--- src/rtl/msim_pkg.sv ---
/*
 * Constants for the card status and interrupt enable block: register
 * offsets, field positions, reset values and the card clock divider.
 * Assumes a plain word-wide register port addressed in bytes.
 */
package msim_pkg;
    // Register byte offsets
    localparam logic [7:0] OFS_LIVE_STATUS  = 8'h00;
    localparam logic [7:0] OFS_INT_ENABLE   = 8'h04;
    localparam logic [7:0] OFS_EVENT_STATUS = 8'h08;
    localparam logic [7:0] OFS_CLOCK_CTRL   = 8'h0c;

    // live_status_flags fields
    localparam int unsigned LS_FIFO_FULL  = 6;
    localparam int unsigned LS_FIFO_EMPTY = 5;
    localparam int unsigned LS_LINE3      = 4;
    localparam int unsigned LS_RX_FULL    = 3;
    localparam int unsigned LS_TX_EMPTY   = 2;
    localparam int unsigned LS_CLK_STOP   = 1;
    localparam int unsigned LS_BUSY       = 0;
    localparam int unsigned LS_WIDTH      = 7;

    // Event and enable fields share one layout
    localparam int unsigned EV_TRANSFER_DONE = 12;
    localparam int unsigned EV_LINE3_EDGE    = 11;
    localparam int unsigned EV_RX_READY      = 10;
    localparam int unsigned EV_TX_READY      = 9;
    localparam int unsigned EV_RESP_CRC      = 7;
    localparam int unsigned EV_RD_CRC        = 6;
    localparam int unsigned EV_WR_CRC        = 5;
    localparam int unsigned EV_RESP_TIMEOUT  = 4;
    localparam int unsigned EV_RD_TIMEOUT    = 3;
    localparam int unsigned EV_CMD_RESP_DONE = 2;
    localparam int unsigned EV_BUSY_RELEASE  = 1;
    localparam int unsigned EV_DATA_DONE     = 0;
    localparam int unsigned EV_WIDTH         = 13;
    localparam logic [12:0] EV_IMPL_MASK     = 13'h1eff;

    // card_clock_control fields
    localparam int unsigned CC_CLK_ENABLE = 0;

    // Reset values
    localparam logic [12:0] RST_INT_ENABLE   = 13'h0000;
    localparam logic [12:0] RST_EVENT_STATUS = 13'h0000;
    localparam logic        RST_CLK_ENABLE   = 1'b0;

    // Card clock half period in system clock cycles
    localparam int unsigned CARD_HALF_DIV = 2;
endpackage : msim_pkg

--- src/rtl/msim_status_irq.sv ---
/*
 * Live status flags, event status and interrupt enable mask of a memory
 * card host controller, with the card clock gate and one CPU interrupt.
 * Assumes the data path supplies FIFO and shift register state and the
 * event pulses on the system clock; card pins arrive unsynchronised.
 */
// Local design decisions: the address map and the strobed register port.
`timescale 1ns/100ps
`default_nettype none

module msim_status_irq
#(
    parameter int unsigned HALF_DIV = msim_pkg::CARD_HALF_DIV
)
(
    input  wire logic        CLK_SYS_I,
    input  wire logic        RST_N_I,
    input  wire logic [7:0]  ADDR_I,
    input  wire logic [31:0] WDATA_I,
    input  wire logic        WR_I,
    input  wire logic        RD_I,
    output var  logic [31:0] RDATA_O,
    input  wire logic        FIFO_FULL_I,
    input  wire logic        FIFO_EMPTY_I,
    input  wire logic        RX_SHIFT_FULL_I,
    input  wire logic        TX_SHIFT_EMPTY_I,
    input  wire logic        LINE3_PIN_I,
    input  wire logic        CARD_BUSY_PIN_I,
    input  wire logic        RESP_RCVD_I,
    input  wire logic        NORESP_CMD_SENT_I,
    input  wire logic [12:0] EVT_I,
    output var  logic        CARD_CLK_O,
    output var  logic        IRQ_O
);
    localparam int unsigned EW = msim_pkg::EV_WIDTH;

    logic [2:0]    line3_sync_r;
    logic [2:0]    busy_sync_r;
    logic          line3_lvl_r;
    logic          busy_lvl_r;
    logic          line3_edge;
    logic          clk_en_r;
    logic          clk_stop;
    logic          clk_stopped_r;
    logic [15:0]   div_cnt_r;
    logic          card_clk_r;
    logic [EW-1:0] ie_r;
    logic [EW-1:0] pstat_r;
    logic [EW-1:0] pstat_nxt;
    logic [EW-1:0] pend_r;
    logic [EW-1:0] pend_nxt;
    logic [EW-1:0] set_vec;
    logic [EW-1:0] rise_vec;
    logic          rd_pstat;
    logic          irq_r;
    logic [31:0]   rdata_r;
    logic [msim_pkg::LS_WIDTH-1:0] live;

    // Pins: three stages, a change counts once stages two and three agree
    always_ff @(posedge CLK_SYS_I or negedge RST_N_I)
    begin
        if (!RST_N_I)
        begin
            line3_sync_r <= 3'h0;
            busy_sync_r  <= 3'h0;
        end
        else
        begin
            line3_sync_r <= {line3_sync_r[1:0], LINE3_PIN_I};
            busy_sync_r  <= {busy_sync_r[1:0], CARD_BUSY_PIN_I};
        end
    end

    always_ff @(posedge CLK_SYS_I or negedge RST_N_I)
    begin
        if (!RST_N_I)
        begin
            line3_lvl_r <= 1'b0;
            busy_lvl_r  <= 1'b0;
        end
        else
        begin
            if (line3_sync_r[1] == line3_sync_r[2])
                line3_lvl_r <= line3_sync_r[2];
            if (busy_sync_r[1] == busy_sync_r[2])
                busy_lvl_r <= busy_sync_r[2];
        end
    end

    assign line3_edge = (line3_sync_r[1] == line3_sync_r[2])
                        && (line3_sync_r[2] != line3_lvl_r);

    // Card clock gate; stopping resets the divider so restart is clean
    assign clk_stop = !clk_en_r || RX_SHIFT_FULL_I || TX_SHIFT_EMPTY_I;

    always_ff @(posedge CLK_SYS_I or negedge RST_N_I)
    begin
        if (!RST_N_I)
        begin
            div_cnt_r     <= 16'h0000;
            card_clk_r    <= 1'b0;
            clk_stopped_r <= 1'b1;
        end
        else
        begin
            clk_stopped_r <= clk_stop;
            if (clk_stop)
            begin
                div_cnt_r  <= 16'h0000;
                card_clk_r <= 1'b0;
            end
            else if (div_cnt_r == 16'(HALF_DIV - 1))
            begin
                div_cnt_r  <= 16'h0000;
                card_clk_r <= !card_clk_r;
            end
            else
                div_cnt_r <= div_cnt_r + 16'h0001;
        end
    end

    // Live flags are wired straight to read data only, never to the irq
    always_comb
    begin
        live = '0;
        live[msim_pkg::LS_FIFO_FULL]  = FIFO_FULL_I;
        live[msim_pkg::LS_FIFO_EMPTY] = FIFO_EMPTY_I;
        live[msim_pkg::LS_LINE3]      = line3_lvl_r;
        live[msim_pkg::LS_RX_FULL]    = RX_SHIFT_FULL_I;
        live[msim_pkg::LS_TX_EMPTY]   = TX_SHIFT_EMPTY_I;
        live[msim_pkg::LS_CLK_STOP]   = clk_stopped_r;
        live[msim_pkg::LS_BUSY]       = busy_lvl_r;
    end

    // Control registers; live status and event status ignore writes
    always_ff @(posedge CLK_SYS_I or negedge RST_N_I)
    begin
        if (!RST_N_I)
        begin
            ie_r     <= msim_pkg::RST_INT_ENABLE;
            clk_en_r <= msim_pkg::RST_CLK_ENABLE;
        end
        else if (WR_I)
        begin
            if (ADDR_I == msim_pkg::OFS_INT_ENABLE)
                ie_r <= WDATA_I[EW-1:0] & msim_pkg::EV_IMPL_MASK;
            if (ADDR_I == msim_pkg::OFS_CLOCK_CTRL)
                clk_en_r <= WDATA_I[msim_pkg::CC_CLK_ENABLE];
        end
    end

    // Event status: a read clears, an event in the same cycle survives
    assign rd_pstat = RD_I && (ADDR_I == msim_pkg::OFS_EVENT_STATUS);

    always_comb
    begin
        set_vec = EVT_I & msim_pkg::EV_IMPL_MASK;
        set_vec[msim_pkg::EV_CMD_RESP_DONE] =
            RESP_RCVD_I || NORESP_CMD_SENT_I;
        set_vec[msim_pkg::EV_LINE3_EDGE] = line3_edge;
        rise_vec  = set_vec & (rd_pstat ? '1 : ~pstat_r);
        pstat_nxt = (rd_pstat ? '0 : pstat_r) | set_vec;
        // Pending is caught at the rise so a later enable is no new event
        pend_nxt  = (rd_pstat ? '0 : pend_r) | (rise_vec & ie_r);
    end

    always_ff @(posedge CLK_SYS_I or negedge RST_N_I)
    begin
        if (!RST_N_I)
        begin
            pstat_r <= msim_pkg::RST_EVENT_STATUS;
            pend_r  <= '0;
            irq_r   <= 1'b0;
        end
        else
        begin
            pstat_r <= pstat_nxt;
            pend_r  <= pend_nxt;
            irq_r   <= |pend_nxt;
        end
    end

    // Read data stands one cycle after the strobe; unmapped reads zero
    always_ff @(posedge CLK_SYS_I or negedge RST_N_I)
    begin
        if (!RST_N_I)
            rdata_r <= 32'h0000_0000;
        else if (RD_I)
        begin
            case (ADDR_I)
                msim_pkg::OFS_LIVE_STATUS:
                    rdata_r <= {25'h0000000, live};
                msim_pkg::OFS_INT_ENABLE:
                    rdata_r <= {19'h00000, ie_r};
                msim_pkg::OFS_EVENT_STATUS:
                    rdata_r <= {19'h00000, pstat_r};
                msim_pkg::OFS_CLOCK_CTRL:
                    rdata_r <= {31'h00000000, clk_en_r};
                default:
                    rdata_r <= 32'h0000_0000;
            endcase
        end
        else
            rdata_r <= 32'h0000_0000;
    end

    assign RDATA_O    = rdata_r;
    assign CARD_CLK_O = card_clk_r;
    assign IRQ_O      = irq_r;

    logic rd_live;
    assign rd_live = RD_I && (ADDR_I == msim_pkg::OFS_LIVE_STATUS);
endmodule : msim_status_irq

`default_nettype wire
--- config.mk ---
export PLATFORM = sky130hd
export DESIGN_NAME = msim_status_irq
export DESIGN_NICKNAME = d
export VERILOG_FILES = /design/src/rtl/msim_pkg.sv /design/src/rtl/msim_status_irq.sv
export SDC_FILE = /design/constraint.sdc
export NUM_CORES = 1
export LEC_CHECK = 0
export ABC_AREA = 1
export BUFFER_PORTS_ARGS = -buffer_cell sky130_fd_sc_hd__buf_2
export CORE_AREA = 8 8 114 116
export CTS_BUF_LIST = sky130_fd_sc_hd__clkbuf_8
export CTS_CLUSTER_DIAMETER = 100
export DETAILED_ROUTE_END_ITERATION = 10
export DIE_AREA = 0 0 122 124
export SYNTH_ARGS = -nofsm -noshare
export SYNTH_HDL_FRONTEND = slang
export SYNTH_SLANG_ARGS = --single-unit
--- constraint.sdc ---
create_clock -name CLK_SYS_I -period 4.4 [get_ports CLK_SYS_I]
set_input_delay 0.88 -clock CLK_SYS_I [delete_from_list [all_inputs] [get_ports CLK_SYS_I]]
set_output_delay 0.88 -clock CLK_SYS_I [all_outputs]
set_load 0.05 [all_outputs]
# Yosys cells after proc, flatten, opt, wreduce, memory -nomap -nowiden
# Cells that the tools add are included.
[totals] reg_bits=98 inputBits=65 output_inout_bits=34
[op_classes] n_addsub=1 n_eq_ne=7 muxes=9 n_bitwise=5 n_reduce_logical=12
[op_table] operator="$pmux 13 s4" n=1
[op_table] operator="$mux 13" n=3
[op_table] operator="$mux 16" n=2
[op_table] operator="$mux 32" n=1
[op_table] operator="$and 13x13->13" n=2
[op_table] operator="$or 13x13->13" n=2
[op_table] operator="$add 16x1->16 const B" n=1
[op_table] operator="$eq 16x1->1 const B" n=1
[op_table] operator="$eq 8x4->1 const B" n=2
[op_table] operator="$not 13->13" n=1
[op_table] operator="$reduce_or 13->1" n=1
[op_table] operator="$eq 8x3->1 const B" n=1
[op_table] operator="$logic_not 8->1" n=1
[op_table] operator="$reduce_and 2->1" n=2
[op_table] operator="$logic_or 1x1->1" n=3
[op_table] operator="$eq 1x1->1" n=2
[op_table] operator="$logic_and 1x1->1" n=2
[op_table] operator="$logic_not 1->1" n=2
[op_table] operator="$mux 1" n=2
[op_table] operator="$reduce_bool 2->1" n=1
[op_table] operator="$ne 1x1->1" n=1

# Longest topological paths before layout
[depth] word_depth=7 mapped_depth=12 depth_no_buf=11

# Worst setup path after synthesis
# Ideal clock, no wire load.
[synth_timing] path_type="input-to-reg" start="input port ADDR_I[1]" end="register ie_r[10]" setup_ns=0.125 arrival_ns=1.859 path_slack_ns=2.416 path_stages=8 cell_sequence="inv_1 nand2_2 inv_1 nand4_4 clkinv_2 nand2_4 buf_6 mux2_4"
[synth_between] elab_chain_len=2
[synth_lines] element="start, declared" line_no="msim_status_irq.sv:18" source="input wire logic [7:0] ADDR_I,"
[synth_lines] element="$eq 8x3->1" line_no="msim_status_irq.sv:145" source="if (ADDR_I == msim_pkg::OFS_INT_ENABLE)"
[synth_lines] element="$reduce_and 2->1 (no line)"
[synth_lines] element="end signal, assigned" line_no="msim_status_irq.sv:140" source="ie_r <= msim_pkg::RST_INT_ENABLE;"
[synth_lines] element="end signal, assigned" line_no="msim_status_irq.sv:146" source="ie_r <= WDATA_I[EW-1:0] & msim_pkg::EV_IMPL_MASK;"
[synth_lines] element="end, declared" line_no="msim_status_irq.sv:47" source="logic [EW-1:0] ie_r;"
# No other way between the ends.
# A chain may end at the register's enable or synchronous reset.

# Worst setup path after layout
[layout_timing] start="input port ADDR_I[5]" end="register rdata_r[3] (netlist: RDATA_O[3])"
[layout_between] elab_chain_len=3 elab_cells_between_ends=6 classes_between="eq/ne: 3; mux: 2; reduce/logical: 1"
[layout_lines] element="$eq 8x4->1, or another cell as far along" line_no="msim_status_irq.sv:190" source="case (ADDR_I)"
[layout_lines] element="$pmux 13 s4 (*)" line_no="msim_status_irq.sv:190"
[layout_lines] element="$mux 32 (*)" line_no="msim_status_irq.sv:188" source="else if (RD_I)"
[layout_lines] element="end signal, assigned" line_no="msim_status_irq.sv:192" source="rdata_r <= {25'h0000000, live};"
[layout_lines] element="end signal, assigned" line_no="msim_status_irq.sv:194" source="rdata_r <= {19'h00000, ie_r};"
[layout_lines] element="end signal, assigned" line_no="msim_status_irq.sv:196" source="rdata_r <= {19'h00000, pstat_r};"
[layout_lines] element="end, declared" line_no="msim_status_irq.sv:56" source="logic [31:0] rdata_r;"
# Every way passes the cells marked *; elsewhere a longest branch is shown, timed or not.

==> run summary <==
The final number of max-transition violations is 0. The number of port buffers is 55. The final hold violation count is 0.

TritonCTS built the clock tree. The flow ran to the end, and the final reports show no timing, DRC or antenna violations. The combinational share of power is 0.076. Final hold analysis gives a worst-case slack of 0.3514 ns. Setup repair after global routing left no endpoint under its margin. In this run the worst path has a maximum fanout of 13.

The repair_antennas step left the layout with diodes totalling 0. The mean instance size in the synthesized netlist is 9.084 um^2. For this block, the initial DRC count from the detailed router was 112. The sequential share of the synthesized area came out at 0.5306.

The number of nets in the finished design came out at between 500 and 600. At the pin with the least slew margin, the transition time is between 0.9 and 1 ns. The remaining number of nets flagged by the antenna check after routing came out at 0.

Summed over all nets, the switching power comes to 346.3 uW. The headroom to the max-slew limit came out at 0.3571. STA classifies the critical path startpoint as a primary input. The starting density of the core came out at 0.3252. The part of the power in registers is 0.487. Hold repair after CTS inserted 0 buffers.

Summing over every cut layer, the via total after detailed routing is 2608. Global routing finished with a remaining overflow of 0. The clock-pin slew reported for the worst setup and hold paths after clock tree synthesis came out at 0.08 ns. The total power density per cell area is ~360 nW/um^2. The share of the synthesized area in the top cell type is 0.5234. In this run the vertical extent of the chip is 124 um. The maximum achievable frequency came out at 444.7 MHz.

The synthesized netlist occupies a cell area of ~3600 um^2. The fraction of power spent switching nets is 0.2305. The signal on the critical path passes through buf_2, inv_2, nand2_2, nor2_8, nand2_1, inv_1, nor2_1, nand3_1, nand2_1, nor2_1. The total stage count of the critical path came out at 10. The first-pass GRT wire length came out at 12570 um. The critical path startpoint is ADDR_I[5]. In the finished design, the share of the clock period the worst path needs comes to 0.5110. The area overhead of the layout relative to synthesis is 15.43%. Entering global routing, the biggest net connects just under 80 pins. Dividing the detail-routed via count by the number of cells gives 4.304.

Across the whole layout, storage elements account for just under 2000 um^2. During I/O placement, the number of pins put on the boundary was 99. The fraction of final layout cells sized beyond drive strength 1 came out at 0.2505. The level count of the clock H-tree came out at 3. Setup violations remaining at the end of the flow were counted as 0. The setup TNS came out at 0 ns. The peak per-stage delay on the critical path came out at 0.37 ns. In this design, the largest share of critical-path delay is due to simple AND/OR/NAND/NOR gates.

OpenSTA, run right after detailed placement, puts the worst setup slack at 1.738 ns. The die outline width is 122 um. The worst path required time came out at roughly 4.7 ns. The startpoint identified for the worst register-to-register timing path is div_cnt_r[0].

The tightest min-delay check is of the reg -> reg type. The overall routing resource usage came out at 0.1081. The clock latency at the later pin of the worst-skew pair is 0.35 ns. The post-synthesis cell count came out at 400.

The post-route worst setup slack is 2.151 ns. The worst hold path cell count came out at 0. The reported max-cap violation count is 0. Yosys attributes the largest share of cell area to dfrtp_1 52%, nand2_1 11%, inv_1 4.8%. The number of buffers and inverters on the critical path is 3. The flip-flop and latch count after synthesis came out at 77.

The number of buffers inserted during clock tree synthesis is 9. The CTS root buffer is clkbuf_8. The congestion estimate from routability-driven global placement came to 0.8075.

In this run the static leakage power is ~0.0023 uW. The count of cell types in the netlist came out at 39. The internal power of the cells totals approximately 1200 uW.

The detailed placement HPWL came out at 5748 um. The initial antenna violation count is 1. The post-detailed-route wirelength per cell came out at 12.93 um. The launch instance of the worst min-delay path is line3_sync_r[0]. The die footprint is 15130 um^2. The via count of the first global-routing pass came out at roughly 2600.

Counting instances in the post-synthesis netlist gives the leading cell types as 104 x nand2_1, 76 x dfrtp_1, 46 x inv_1. The number of placement rows is 39. The maximum buffer depth of the clock tree came out at 2. Across all register-to-register paths, the minimum setup slack is 2.71 ns. The worst setup path is of the in -> reg kind. The share of total power dissipated in the clock network is 0.436.

Summed over all instances, the cell type with the most area after synthesis is dfrtp_1. The most used flip-flop cell after synthesis is dfrtp_1. The share of flip-flops with an asynchronous set or reset is 1.000. During synthesis, Yosys emitted a total of 0 warnings.

The total setup buffers inserted after CTS is 0. The count of cells resized by post-cts repair came out at 0. The worst reg-to-reg path cell count came out at 9. The number of sinks driven by the clock tree came out at 77.

STA classifies the critical path endpoint as a register. nand2_1 is the most common cell in the netlist. The number of synthesized flops with an enable pin is 0.

The core region area is 11170 um^2. For this design, the slowest cell found on the critical path is inv_1. The maximum resistive drop on vdd came out at between 150 and 200 uV. The final setup skew came out at 0.007752 ns. Counting I/O delays and the setup requirement, the final critical path takes ~2.2 ns. At the worst endpoint, the arrival time is around 2.5 ns. For this run, the detailed router's first-pass iteration total came to 4.

In the routed design, unresolved DRC markers number 0. The aggregate routed wire length came out at around 7800 um. The number of filler cells placed in the layout came out at 1161. Summing all multi-input logic gate instances after layout gives around 1400 um^2.
==> final timing paths <==
path | end
setup / recovery | RDATA_O[3]
hold / removal | line3_sync_r[1]
setup reg to reg | div_cnt_r[14]
hold reg to reg | line3_sync_r[1]
max in group asynchronous | div_cnt_r[3]
min in group asynchronous | busy_sync_r[2]
==> power groups by stage <==
| stage | Sequential, uW | Clock [uW] | Combinational, uW |
|---|---|---|---|
| floorplan | 745 | 0 | 85.4 |
| global placement | 745 | 0 | 114 |
| detailed placement | 746 | 0 | 116 |
| CTS | 732 | 676 | 117 |
| global route | 733 | 705 | 127 |
| finish | 732 | 656 | 115 |
==> registers in the layout (all words and copies together) (netlist names), 3 cells and up <==
signal	flops
div_cnt_r	16
pend_r	13
RDATA_O	12
ie_r	12
pstat_r	12
busy_sync_r	3
line3_sync_r	3
==> metal layers <==
layer,vias up,part of all wire,global-route usage
met5,-,0.0010,0
met4,2,0.015,0.04395
met3,11,0.068,0.03490
met2,62,0.47,0.1725
met1,1219,0.44,0.1329
li1,1314,-,-
==> cell usage in the layout (no fill, tap or decap), types with 3 or more instances in the layout <==
cell / instances
nor2_1: 40
nand3_1: 11
buf_2: 54
dfrtp_1: 76
nand2_2: 16
bufinv_16: 3
mux2_4: 4
nor4_1: 4
mux2_2: 5
xnor2_1: 4
nand4_1: 5
inv_2: 6
inv_1: 46
nor2_2: 3
a21oi_1: 16
conb_1: 20
nor3_1: 4
o21ai_0: 3
clkbuf_8: 11
a22oi_1: 3
nand2_1: 104
nor3b_1: 4
==> final cells by class <==
class,instances,area share
clock buffer,11,0.03610
clock inverter,4,0.02267
inverter,53,0.04773
multi-input combinational,263,0.3249
sequential,77,0.4597
tap,143,0.04266
timing repair buffer,55,0.06623
==> stage by stage <==
stage / cell area (um^2) / std cells / utilization / total power [uW]
4_1_cts: 4194 / 606 / 0.3753 / 1524
6_report: 4194 / 606 / 0.3753 / 1502
3_5_place_dp: 3948 / 591 / 0.3533 / 861.9
2_1_floorplan: 3705 / 419 / - / 830.4
3_3_place_gp: 3948 / 591 / 0.3533 / 859.2
5_1_grt: 4194 / 606 / 0.3753 / 1566
==> cell families after synthesis <==
logic type	synth area share
flops	0.5306
simple gates	0.2572
mux	0.03202
buf+inv	0.1140
xor+xnor	0.01446
fa+ha+maj	0.009641
other cells	0.001032
compound gates	0.04098
Note: power is estimated with default switching activity, not from simulation.
